File: config.mk
export PLATFORM = sky130hd
export DESIGN_NAME = airs_top
export DESIGN_NICKNAME = d
export VERILOG_FILES = /design/src/rtl/airs_pkg.sv /design/src/rtl/airs_input_cond.sv /design/src/rtl/airs_top.sv
export SDC_FILE = /design/constraint.sdc
export NUM_CORES = 2
export LEC_CHECK = 0
export BUFFER_PORTS_ARGS = -buffer_cell sky130_fd_sc_hd__buf_2
export CORE_MARGIN = 2
export CORE_UTILIZATION = 50
export CTS_CLUSTER_SIZE = 14
export DETAILED_ROUTE_END_ITERATION = 10
export PLACE_DENSITY = 0.67
export SKIP_LAST_GASP = 1
export SLEW_MARGIN = 25
export SYNTH_ARGS = -nofsm -noshare
export SYNTH_HDL_FRONTEND = slang
export SYNTH_SLANG_ARGS = --single-unit
File: constraint.sdc
create_clock -name ref_clk_i -period 37.6 [get_ports ref_clk_i]
set_input_delay 0 -clock ref_clk_i [delete_from_list [all_inputs] [get_ports ref_clk_i]]
set_output_delay 0 -clock ref_clk_i [all_outputs]
set_load 0.03 [all_outputs]
File: src/rtl/airs_pkg.sv
// Constants, register map and encodings for the analog input and relay select block.
// Overview of operation
// - Input one decodes eight signal formats.
// - Unipolar voltage: negative reference clamps to zero.
// - Bipolar voltage: negative reference selects reverse rotation.
// - Trip current formats: loss under 3 mA trips.
// - Ramp current formats: loss under 3 mA ramps.
// - Inverted current maps 20 mA minimum, 4 mA maximum.
// - Signed percent offset subtracted from input one only, default zero, +/-500.
// - Percent scaling multiplies input one only, default 100, 200 doubles.
// - Input two decodes six formats, no bipolar.
// - Relay selector routes condition, default one, high closes.
// - Selection 0: relay high while running.
// - Selection 1: relay high when ready, no fault.
// - Selection 2: relay high at target frequency.
// - Selection 3: relay high while tripped.
// - Selection 4: frequency at or above threshold.
// - Selection 5: current at or above threshold.
// - Selection 6: frequency below threshold.
// - Selection 7: current below threshold.
package airs_pkg;
    localparam logic [4:0] REG_CTRL = 5'h00;
    localparam logic [4:0] REG_OFFSET = 5'h04;
    localparam logic [4:0] REG_SCALE = 5'h08;
    localparam logic [4:0] REG_THRESH = 5'h0C;
    localparam logic [4:0] REG_STATUS = 5'h10;
    localparam logic [4:0] REG_REF1 = 5'h14;
    localparam logic [4:0] REG_REF2 = 5'h18;
    localparam logic [4:0] REG_FAULT = 5'h1C;
    localparam int CTRL_FMT1_LSB = 0;
    localparam int CTRL_FMT2_LSB = 4;
    localparam int CTRL_RELAY_LSB = 8;
    localparam logic [2:0] FMT1_RESET = 3'h0;
    localparam logic [2:0] FMT2_RESET = 3'h0;
    localparam logic [2:0] RELAY_RESET = 3'h1;
    localparam logic signed [15:0] OFFSET_RESET = 16'sh0000;
    localparam logic signed [15:0] OFFSET_MAX = 16'sh1388;
    localparam logic signed [15:0] OFFSET_MIN = -16'sh1388;
    localparam logic [15:0] SCALE_RESET = 16'h03E8;
    localparam logic [15:0] SCALE_MAX = 16'h4E20;
    localparam logic [15:0] THRESH_RESET = 16'h0000;
    localparam logic [11:0] ADC_FULL = 12'hFFF;
    localparam logic [11:0] ADC_4MA = 12'h333;
    localparam logic [11:0] ADC_3MA = 12'h266;
    localparam logic [11:0] ADC_SPAN_4_20 = 12'hCCC;
    localparam logic signed [11:0] PCT_FULL = 12'sh3E8;
    localparam logic [7:0] LOSS_FAULT_CODE = 8'h07;
    localparam int CLK_PERIOD_NS = 100;
    localparam int UPDATE_PERIOD_US = 1000;
    localparam int UPDATE_CYCLES = UPDATE_PERIOD_US * 1000 / CLK_PERIOD_NS;
    typedef enum logic [2:0] {
        FMT_VOLT_UNI, FMT_VOLT_BI, FMT_CUR_0_20, FMT_CUR_4_20_TRIP,
        FMT_CUR_4_20_RAMP, FMT_CUR_20_4_TRIP, FMT_CUR_20_4_RAMP, FMT_POT
    } airs_fmt_type;
    typedef enum logic [2:0] {
        RLY_RUNNING, RLY_READY, RLY_AT_TARGET, RLY_TRIPPED,
        RLY_FREQ_GE, RLY_CUR_GE, RLY_FREQ_LT, RLY_CUR_LT
    } airs_relay_type;
endpackage : airs_pkg

File: src/rtl/airs_input_cond.sv
// Converts one raw analog sample into a percent reference with loss detection.
`timescale 1ns/10ps
`default_nettype none
module airs_input_cond
    import airs_pkg::*;
(
    input wire logic [2:0] fmt_i,
    input wire logic [11:0] sample_i,
    input wire logic [11:0] pot_i,
    output logic signed [11:0] pct_o,
    output logic loss_o,
    output logic trip_var_o,
    output logic ramp_var_o
);
    logic [23:0] lin;
    logic [23:0] bip;
    logic [23:0] loop;
    logic [11:0] above4;

    always_comb begin
        above4 = (sample_i > ADC_4MA) ? sample_i - ADC_4MA : 12'h000;
        lin = ({12'h000, sample_i} * 24'h00_03E8) / {12'h000, ADC_FULL};
        bip = ({12'h000, sample_i} * 24'h00_07D0) / {12'h000, ADC_FULL};
        loop = ({12'h000, above4} * 24'h00_03E8) / {12'h000, ADC_SPAN_4_20};
        if (loop > 24'h00_03E8) begin
            loop = 24'h00_03E8;
        end
        case (airs_fmt_type'(fmt_i))
            FMT_VOLT_BI: pct_o = $signed(bip[11:0]) - PCT_FULL;
            FMT_CUR_4_20_TRIP, FMT_CUR_4_20_RAMP: pct_o = $signed(loop[11:0]);
            FMT_CUR_20_4_TRIP, FMT_CUR_20_4_RAMP: pct_o = PCT_FULL - $signed(loop[11:0]);
            FMT_POT: pct_o = $signed(12'(({12'h000, pot_i} * 24'h00_03E8) / {12'h000, ADC_FULL}));
            default: pct_o = $signed(lin[11:0]);
        endcase
        trip_var_o = (fmt_i == FMT_CUR_4_20_TRIP) || (fmt_i == FMT_CUR_20_4_TRIP);
        ramp_var_o = (fmt_i == FMT_CUR_4_20_RAMP) || (fmt_i == FMT_CUR_20_4_RAMP);
        loss_o = (trip_var_o || ramp_var_o) && (sample_i < ADC_3MA);
    end
endmodule // airs_input_cond
`default_nettype wire

File: src/rtl/airs_top.sv
// Analog reference conditioning, loss handling and relay selection with an Avalon slave.
`timescale 1ns/10ps
`default_nettype none
module airs_top
    import airs_pkg::*;
#(
    parameter int UPDATE_CYCLES_P = UPDATE_CYCLES
) (
    input wire logic ref_clk_i,
    input wire logic reset_n_i,
    input wire logic [4:0] avs_address_i,
    input wire logic avs_read_i,
    input wire logic avs_write_i,
    input wire logic [31:0] avs_writedata_i,
    input wire logic [3:0] avs_byteenable_i,
    output logic [31:0] avs_readdata_o,
    output logic avs_waitrequest_o,
    input wire logic [11:0] ai1_sample_i,
    input wire logic [11:0] ai2_sample_i,
    input wire logic [11:0] pot_sample_i,
    input wire logic drive_running_i,
    input wire logic power_ok_i,
    input wire logic fault_active_i,
    input wire logic fault_latched_i,
    input wire logic fault_reset_i,
    input wire logic [15:0] out_freq_i,
    input wire logic [15:0] setpoint_freq_i,
    input wire logic [15:0] motor_current_i,
    output logic relay_o,
    output logic [11:0] ref1_o,
    output logic reverse_o,
    output logic [11:0] ref2_o,
    output logic ai1_loss_o,
    output logic ai2_loss_o,
    output logic trip_request_o,
    output logic ramp_stop_o,
    output logic [7:0] fault_code_o
);
    logic [2:0] fmt1;
    logic [2:0] fmt2;
    logic [2:0] relay_sel;
    logic signed [15:0] offset;
    logic [15:0] scale;
    logic [15:0] thresh;
    logic ack;
    logic [31:0] next_readdata;
    logic [13:0] tick_cnt;
    logic tick;
    logic signed [11:0] pct1;
    logic signed [11:0] pct2;
    logic loss1;
    logic loss2;
    logic trip1;
    logic trip2;
    logic ramp1;
    logic ramp2;
    logic signed [33:0] prod;
    logic signed [33:0] ref1_full;
    logic [11:0] next_ref1;
    logic next_reverse;
    logic [7:0] cond;

    // Maps the six input-two format codes onto the common format encoding.
    function automatic logic [2:0] fmt2_map(input logic [2:0] code);
        if (code == 3'h0 || code > 3'h5) begin
            return FMT_VOLT_UNI;
        end
        return code + 3'h1;
    endfunction

    // Keeps a written offset inside its legal range.
    function automatic logic signed [15:0] clamp_offset(input logic signed [15:0] v);
        if (v > OFFSET_MAX) begin
            return OFFSET_MAX;
        end
        if (v < OFFSET_MIN) begin
            return OFFSET_MIN;
        end
        return v;
    endfunction

    // One wait state: the request is answered in the cycle after it is seen.
    assign avs_waitrequest_o = (avs_read_i || avs_write_i) && !ack;

    always_ff @(posedge ref_clk_i or negedge reset_n_i) begin
        if (!reset_n_i) begin
            ack <= 1'b0;
        end else begin
            ack <= (avs_read_i || avs_write_i) && !ack;
        end
    end

    always_ff @(posedge ref_clk_i or negedge reset_n_i) begin
        if (!reset_n_i) begin
            fmt1 <= FMT1_RESET;
            fmt2 <= FMT2_RESET;
            relay_sel <= RELAY_RESET;
            offset <= OFFSET_RESET;
            scale <= SCALE_RESET;
            thresh <= THRESH_RESET;
        end else if (avs_write_i && ack) begin
            case (avs_address_i)
                REG_CTRL: begin
                    if (avs_byteenable_i[0]) begin
                        fmt1 <= avs_writedata_i[CTRL_FMT1_LSB +: 3];
                        fmt2 <= avs_writedata_i[CTRL_FMT2_LSB +: 3];
                    end
                    if (avs_byteenable_i[1]) begin
                        relay_sel <= avs_writedata_i[CTRL_RELAY_LSB +: 3];
                    end
                end
                REG_OFFSET: begin
                    if (&avs_byteenable_i[1:0]) begin
                        offset <= clamp_offset($signed(avs_writedata_i[15:0]));
                    end
                end
                REG_SCALE: begin
                    if (&avs_byteenable_i[1:0]) begin
                        scale <= (avs_writedata_i[15:0] > SCALE_MAX) ? SCALE_MAX
                                 : avs_writedata_i[15:0];
                    end
                end
                REG_THRESH: begin
                    if (&avs_byteenable_i[1:0]) begin
                        thresh <= avs_writedata_i[15:0];
                    end
                end
                default: begin
                end
            endcase
        end
    end

    always_comb begin
        case (avs_address_i)
            REG_CTRL: next_readdata = {21'h00_0000, relay_sel, 1'b0, fmt2, 1'b0, fmt1};
            REG_OFFSET: next_readdata = {16'h0000, offset};
            REG_SCALE: next_readdata = {16'h0000, scale};
            REG_THRESH: next_readdata = {16'h0000, thresh};
            REG_STATUS: next_readdata = {26'h000_0000, ramp_stop_o, trip_request_o,
                                         ai2_loss_o, ai1_loss_o, reverse_o, relay_o};
            REG_REF1: next_readdata = {20'h0_0000, ref1_o};
            REG_REF2: next_readdata = {20'h0_0000, ref2_o};
            REG_FAULT: next_readdata = {24'h00_0000, fault_code_o};
            default: next_readdata = 32'h0000_0000;
        endcase
    end

    always_ff @(posedge ref_clk_i or negedge reset_n_i) begin
        if (!reset_n_i) begin
            avs_readdata_o <= 32'h0000_0000;
        end else if (avs_read_i && !ack) begin
            avs_readdata_o <= next_readdata;
        end
    end

    always_ff @(posedge ref_clk_i or negedge reset_n_i) begin
        if (!reset_n_i) begin
            tick_cnt <= 14'h0000;
        end else if (tick) begin
            tick_cnt <= 14'h0000;
        end else begin
            tick_cnt <= tick_cnt + 14'h0001;
        end
    end

    assign tick = (tick_cnt == 14'(UPDATE_CYCLES_P - 1));

    airs_input_cond u_cond1 (
        .fmt_i(fmt1),
        .sample_i(ai1_sample_i),
        .pot_i(pot_sample_i),
        .pct_o(pct1),
        .loss_o(loss1),
        .trip_var_o(trip1),
        .ramp_var_o(ramp1)
    );

    airs_input_cond u_cond2 (
        .fmt_i(fmt2_map(fmt2)),
        .sample_i(ai2_sample_i),
        .pot_i(pot_sample_i),
        .pct_o(pct2),
        .loss_o(loss2),
        .trip_var_o(trip2),
        .ramp_var_o(ramp2)
    );

    // Offset is subtracted first, then the scale factor in tenths of a percent applies.
    always_comb begin
        prod = 34'(pct1 - offset) * $signed({18'h0_0000, scale});
        ref1_full = prod / 34'sh0_0000_03E8;
        next_reverse = 1'b0;
        if (ref1_full < 0) begin
            if (fmt1 == FMT_VOLT_BI) begin
                next_reverse = 1'b1;
                ref1_full = -ref1_full;
            end else begin
                ref1_full = '0;
            end
        end
        if (ref1_full > 34'sh0_0000_03E8) begin
            ref1_full = 34'sh0_0000_03E8;
        end
        next_ref1 = ref1_full[11:0];
    end

    always_ff @(posedge ref_clk_i or negedge reset_n_i) begin
        if (!reset_n_i) begin
            ref1_o <= 12'h000;
            reverse_o <= 1'b0;
            ref2_o <= 12'h000;
        end else if (tick) begin
            ref1_o <= next_ref1;
            reverse_o <= next_reverse;
            ref2_o <= pct2[11:0];
        end
    end

    always_ff @(posedge ref_clk_i or negedge reset_n_i) begin
        if (!reset_n_i) begin
            ai1_loss_o <= 1'b0;
            ai2_loss_o <= 1'b0;
            ramp_stop_o <= 1'b0;
        end else if (tick) begin
            ai1_loss_o <= loss1;
            ai2_loss_o <= loss2;
            ramp_stop_o <= (loss1 && ramp1) || (loss2 && ramp2);
        end
    end

    // A new loss event wins over a fault reset in the same cycle.
    always_ff @(posedge ref_clk_i or negedge reset_n_i) begin
        if (!reset_n_i) begin
            trip_request_o <= 1'b0;
            fault_code_o <= 8'h00;
        end else if (tick && ((loss1 && trip1) || (loss2 && trip2))) begin
            trip_request_o <= 1'b1;
            fault_code_o <= LOSS_FAULT_CODE;
        end else if (fault_reset_i) begin
            trip_request_o <= 1'b0;
            fault_code_o <= 8'h00;
        end
    end

    always_comb begin
        cond[RLY_RUNNING] = drive_running_i;
        cond[RLY_READY] = power_ok_i && !fault_active_i;
        cond[RLY_AT_TARGET] = (out_freq_i == setpoint_freq_i);
        cond[RLY_TRIPPED] = fault_latched_i;
        cond[RLY_FREQ_GE] = (out_freq_i >= thresh);
        cond[RLY_CUR_GE] = (motor_current_i >= thresh);
        cond[RLY_FREQ_LT] = (out_freq_i < thresh);
        cond[RLY_CUR_LT] = (motor_current_i < thresh);
    end

    always_ff @(posedge ref_clk_i or negedge reset_n_i) begin
        if (!reset_n_i) begin
            relay_o <= 1'b0;
        end else if (tick) begin
            relay_o <= cond[relay_sel];
        end
    end
endmodule // airs_top
`default_nettype wire

==> impl_metrics.csv <==
group,metric,value,unit
floorplanning,start_util,0.503,
detailed_routing,viasPerCell,5.87,
detailed_routing,wirelength,193,mm
detailed_routing,antenna_left,0,
synthesis,synth_cells,7024,
global_route,overflow,0,
synthesis,async_reset_ff_frac,1.00,
outcome,status,"finished, violations left",
worst_setup_path,cp_slowest_cell,"fa_2",
min_path,hold_path_depth,3,
worst_setup_path,cp-end-kind,"register",
global_route,first_global_vias,60378,
synthesis,netlist-cell-type-count,141,
worst_setup_path,reg2regPathDepth,119,
synthesis,yosysMostFrequentCell,"inv_1",
timing,final_hold_viol_count,0,
clock_tree,h-tree-depth,4,
floorplanning,num_rows,119,
placed_design,io_buffers,165,
placed_design,gp_congestion,0.986,
global_route,track_usage,0.346,
worst_setup_path,crit_fanout,7,
timing,setup_viol,11,
cells_and_area,fin_cells,10263,
job,maxCapViolations,0,
synthesis,syn_avg_cell_area,7.52,sq um
synthesis,ys.flop_type,"dfrtp_1",
floorplanning,io_pins,205,
timing,clock_skew,10.4,ps
outcome,violations,"negative setup slack",
synthesis,yosys-top-cells-area,"fa_1 18%, ha_1 10%, xnor2_1 6.2%",
global_route,grt_max_degree,73,
worst_setup_path,r2r_slack,9070,ps
synthesis,synth.largest_area_cell,"fa_1",
timing,grt_setup_unrepaired,"true",
detailed_routing,remaining_drc_errors,0,
clock_tree,clkSlewWorstSetupHoldPaths,60,ps
min_path,hold-path-endpoint,"ack",
min_path,hp-start,"avs_write_i",
synthesis,ys_top_cells_by_count,"795 x inv_1, 723 x nand2_1, 581 x nor2_1",
timing,tightest_slew,1120,ps
worst_setup_path,critPathRequiredTime,37960,ps
clock_tree,cts-root-buf,"clkbuf_16",
synthesis,synth_seq_cells,118,
placed_design,detailed_place_hpwl,156,mm
synthesis,ys_warn_count,0,
timing,slew_viol_final,0,
timing,timing.fmax,23.0,MHz
clock_tree,clk_latency,430,ps
worst_setup_path,worst_setup_path_start_kind,"input port",
worst_setup_path,max_stage_delay,570,ps
synthesis,synth_edf_count,0,
timing,finalCritPeriodShare,1.15,
global_route,grt_pass1_wl,308,mm
cells_and_area,drive_gt1_frac,0.313,
floorplanning,die_area,108000,sq um
floorplanning,chipWidth,329,um
synthesis,yosysTopAreaCellShare,0.178,
clock_tree,clock-sinks,118,
detailed_routing,vias,60230,
clock_tree,cts_buffers,17,
detailed_routing,dr.pass1.iters,7,
cells_and_area,layout.nets,9882,
clock_tree,cts_tree,"done",
timing,fin_setup_tns,-61850,ps
synthesis,synth_seq_area_share,0.0561,
worst_setup_path,criticalPathCategory,"input port to register",
cells_and_area,area_growth,38.9,%
detailed_routing,dr.first_iter.drc_count,4897,
worst_setup_path,rr_startpoint,"fmt1[2]",
detailed_routing,wl_per_cell,18.8,um
worst_setup_path,cp_common_cell,"a21oi_2",
worst_setup_path,rr_endpoint,"ref1_o[4]",
worst_setup_path,crit_arrival,43760,ps
placed_design,place_inst,9973,
floorplanning,core-area,105000,sq um
synthesis,netlist_area,52800,sq um
clock_tree,clockBufferDepth,2,
timing,max-slew-margin-rel,0.247,
timing,worst_slack,-5800,ps
floorplanning,fp.dieH,329,um
global_route,antenna_found_initial,8,
min_path,min_path_type,"input port to register",
timing,period_minus_slack,43400,ps
worst max path at each step:
stage | from | to | slack [ps]
final | ai1_sample_i[3] | ref1_o[4] | -5800
after global routing | ai1_sample_i[3] | ref1_o[1] | -7830
after CTS | ai1_sample_i[3] | ref1_o[1] | -4590
after detailed placement | ai1_sample_i[3] | ref1_o[4] | -7120
after global placement | ai1_sample_i[1] | ref1_o[4] | -6200
after floorplan | ai1_sample_i[3] | ref1_o[4] | -5100
layout by cell type, fill, tap and decap left out, types with 141 or more instances in the layout:
master   count
nand3_1    181
nor2_1     553
nor3_1     141
fa_1       463
o21ai_0    339
xor2_1     178
ha_1       401
inv_1      775
and2_1     192
xnor2_1    352
a21oi_1    291
nand2_1    708
buf_2      163
buf_4     1783
critical path: cells and delay by family:
kind,cells,cell delay (ps)
simple gates,47,9620
xor+xnor,5,830
fa+ha+maj,17,6740
buf+inv,29,3780
mux,8,2360
compound gates,98,20310
kinds of logic after synthesis:
| group | synth area share |
|---|---|
| buffers and inverters | 0.0764 |
| adder cells (fa/ha/maj) | 0.282 |
| flip-flops | 0.0561 |
| multiplexers | 0.0217 |
| XOR/XNOR | 0.0956 |
| AND/OR/NAND/NOR | 0.238 |
| other | 0.0000710 |
| AO/OA/AOI/OAI | 0.230 |
metal layers:
layer,part of all wire,vias up,track usage
li1,-,28374,-
met1,0.41,29155,0.436
met2,0.48,2172,0.597
met3,0.070,519,0.0496
met4,0.044,10,0.134
met5,0.00029,-,0
cell type report:
type	instances	area (sq um)
inverter	796	3000
clock inverter	11	150
antenna	4	10.0
fill	8626	31600
multi-input combinational	5888	49700
tap	1391	1740
timing repair buffer	2035	15300
sequential	118	2960
clock buffer	20	457
flip-flops by register name, indices dropped and copies added, names as in the netlist:
signal          cells
fault_code_o        1
ref1_o             12
avs_readdata_o     16
offset             16
fmt2                3
ai1_loss_o          1
ref2_o             12
thresh             16
reverse_o           1
scale              16
tick_cnt           14
ack                 1
ai2_loss_o          1
relay_sel           3
ramp_stop_o         1
fmt1                3
relay_o             1
per-stage QoR:
stage | worst slack [ps] | util | hold WS, ps | cell area, sq um
after floorplan | -5100 | - | -296 | 54300
after global placement | -6200 | 0.647 | 61.2 | 67900
after detailed placement | -7120 | 0.647 | 60.5 | 68000
after CTS | -4590 | 0.688 | 25.5 | 72200
after global routing | -7830 | 0.698 | 53.3 | 73300
final | -5800 | 0.699 | 61.0 | 73300
repair_timing:
item | 4_1_cts | 5_1_grt
gates resized for setup | 395 | 155
pin swaps | 297 | 121
endpoints found under the hold margin | 118 | 0
hold buffers | 18 | 0
setup endpoints to repair | 11 | 11
cloned | 0 | 0
setup buffers | 193 | 45
Power is not shown: default switching activity piles up to over one toggle a cycle in this logic, so the estimate is an artifact.
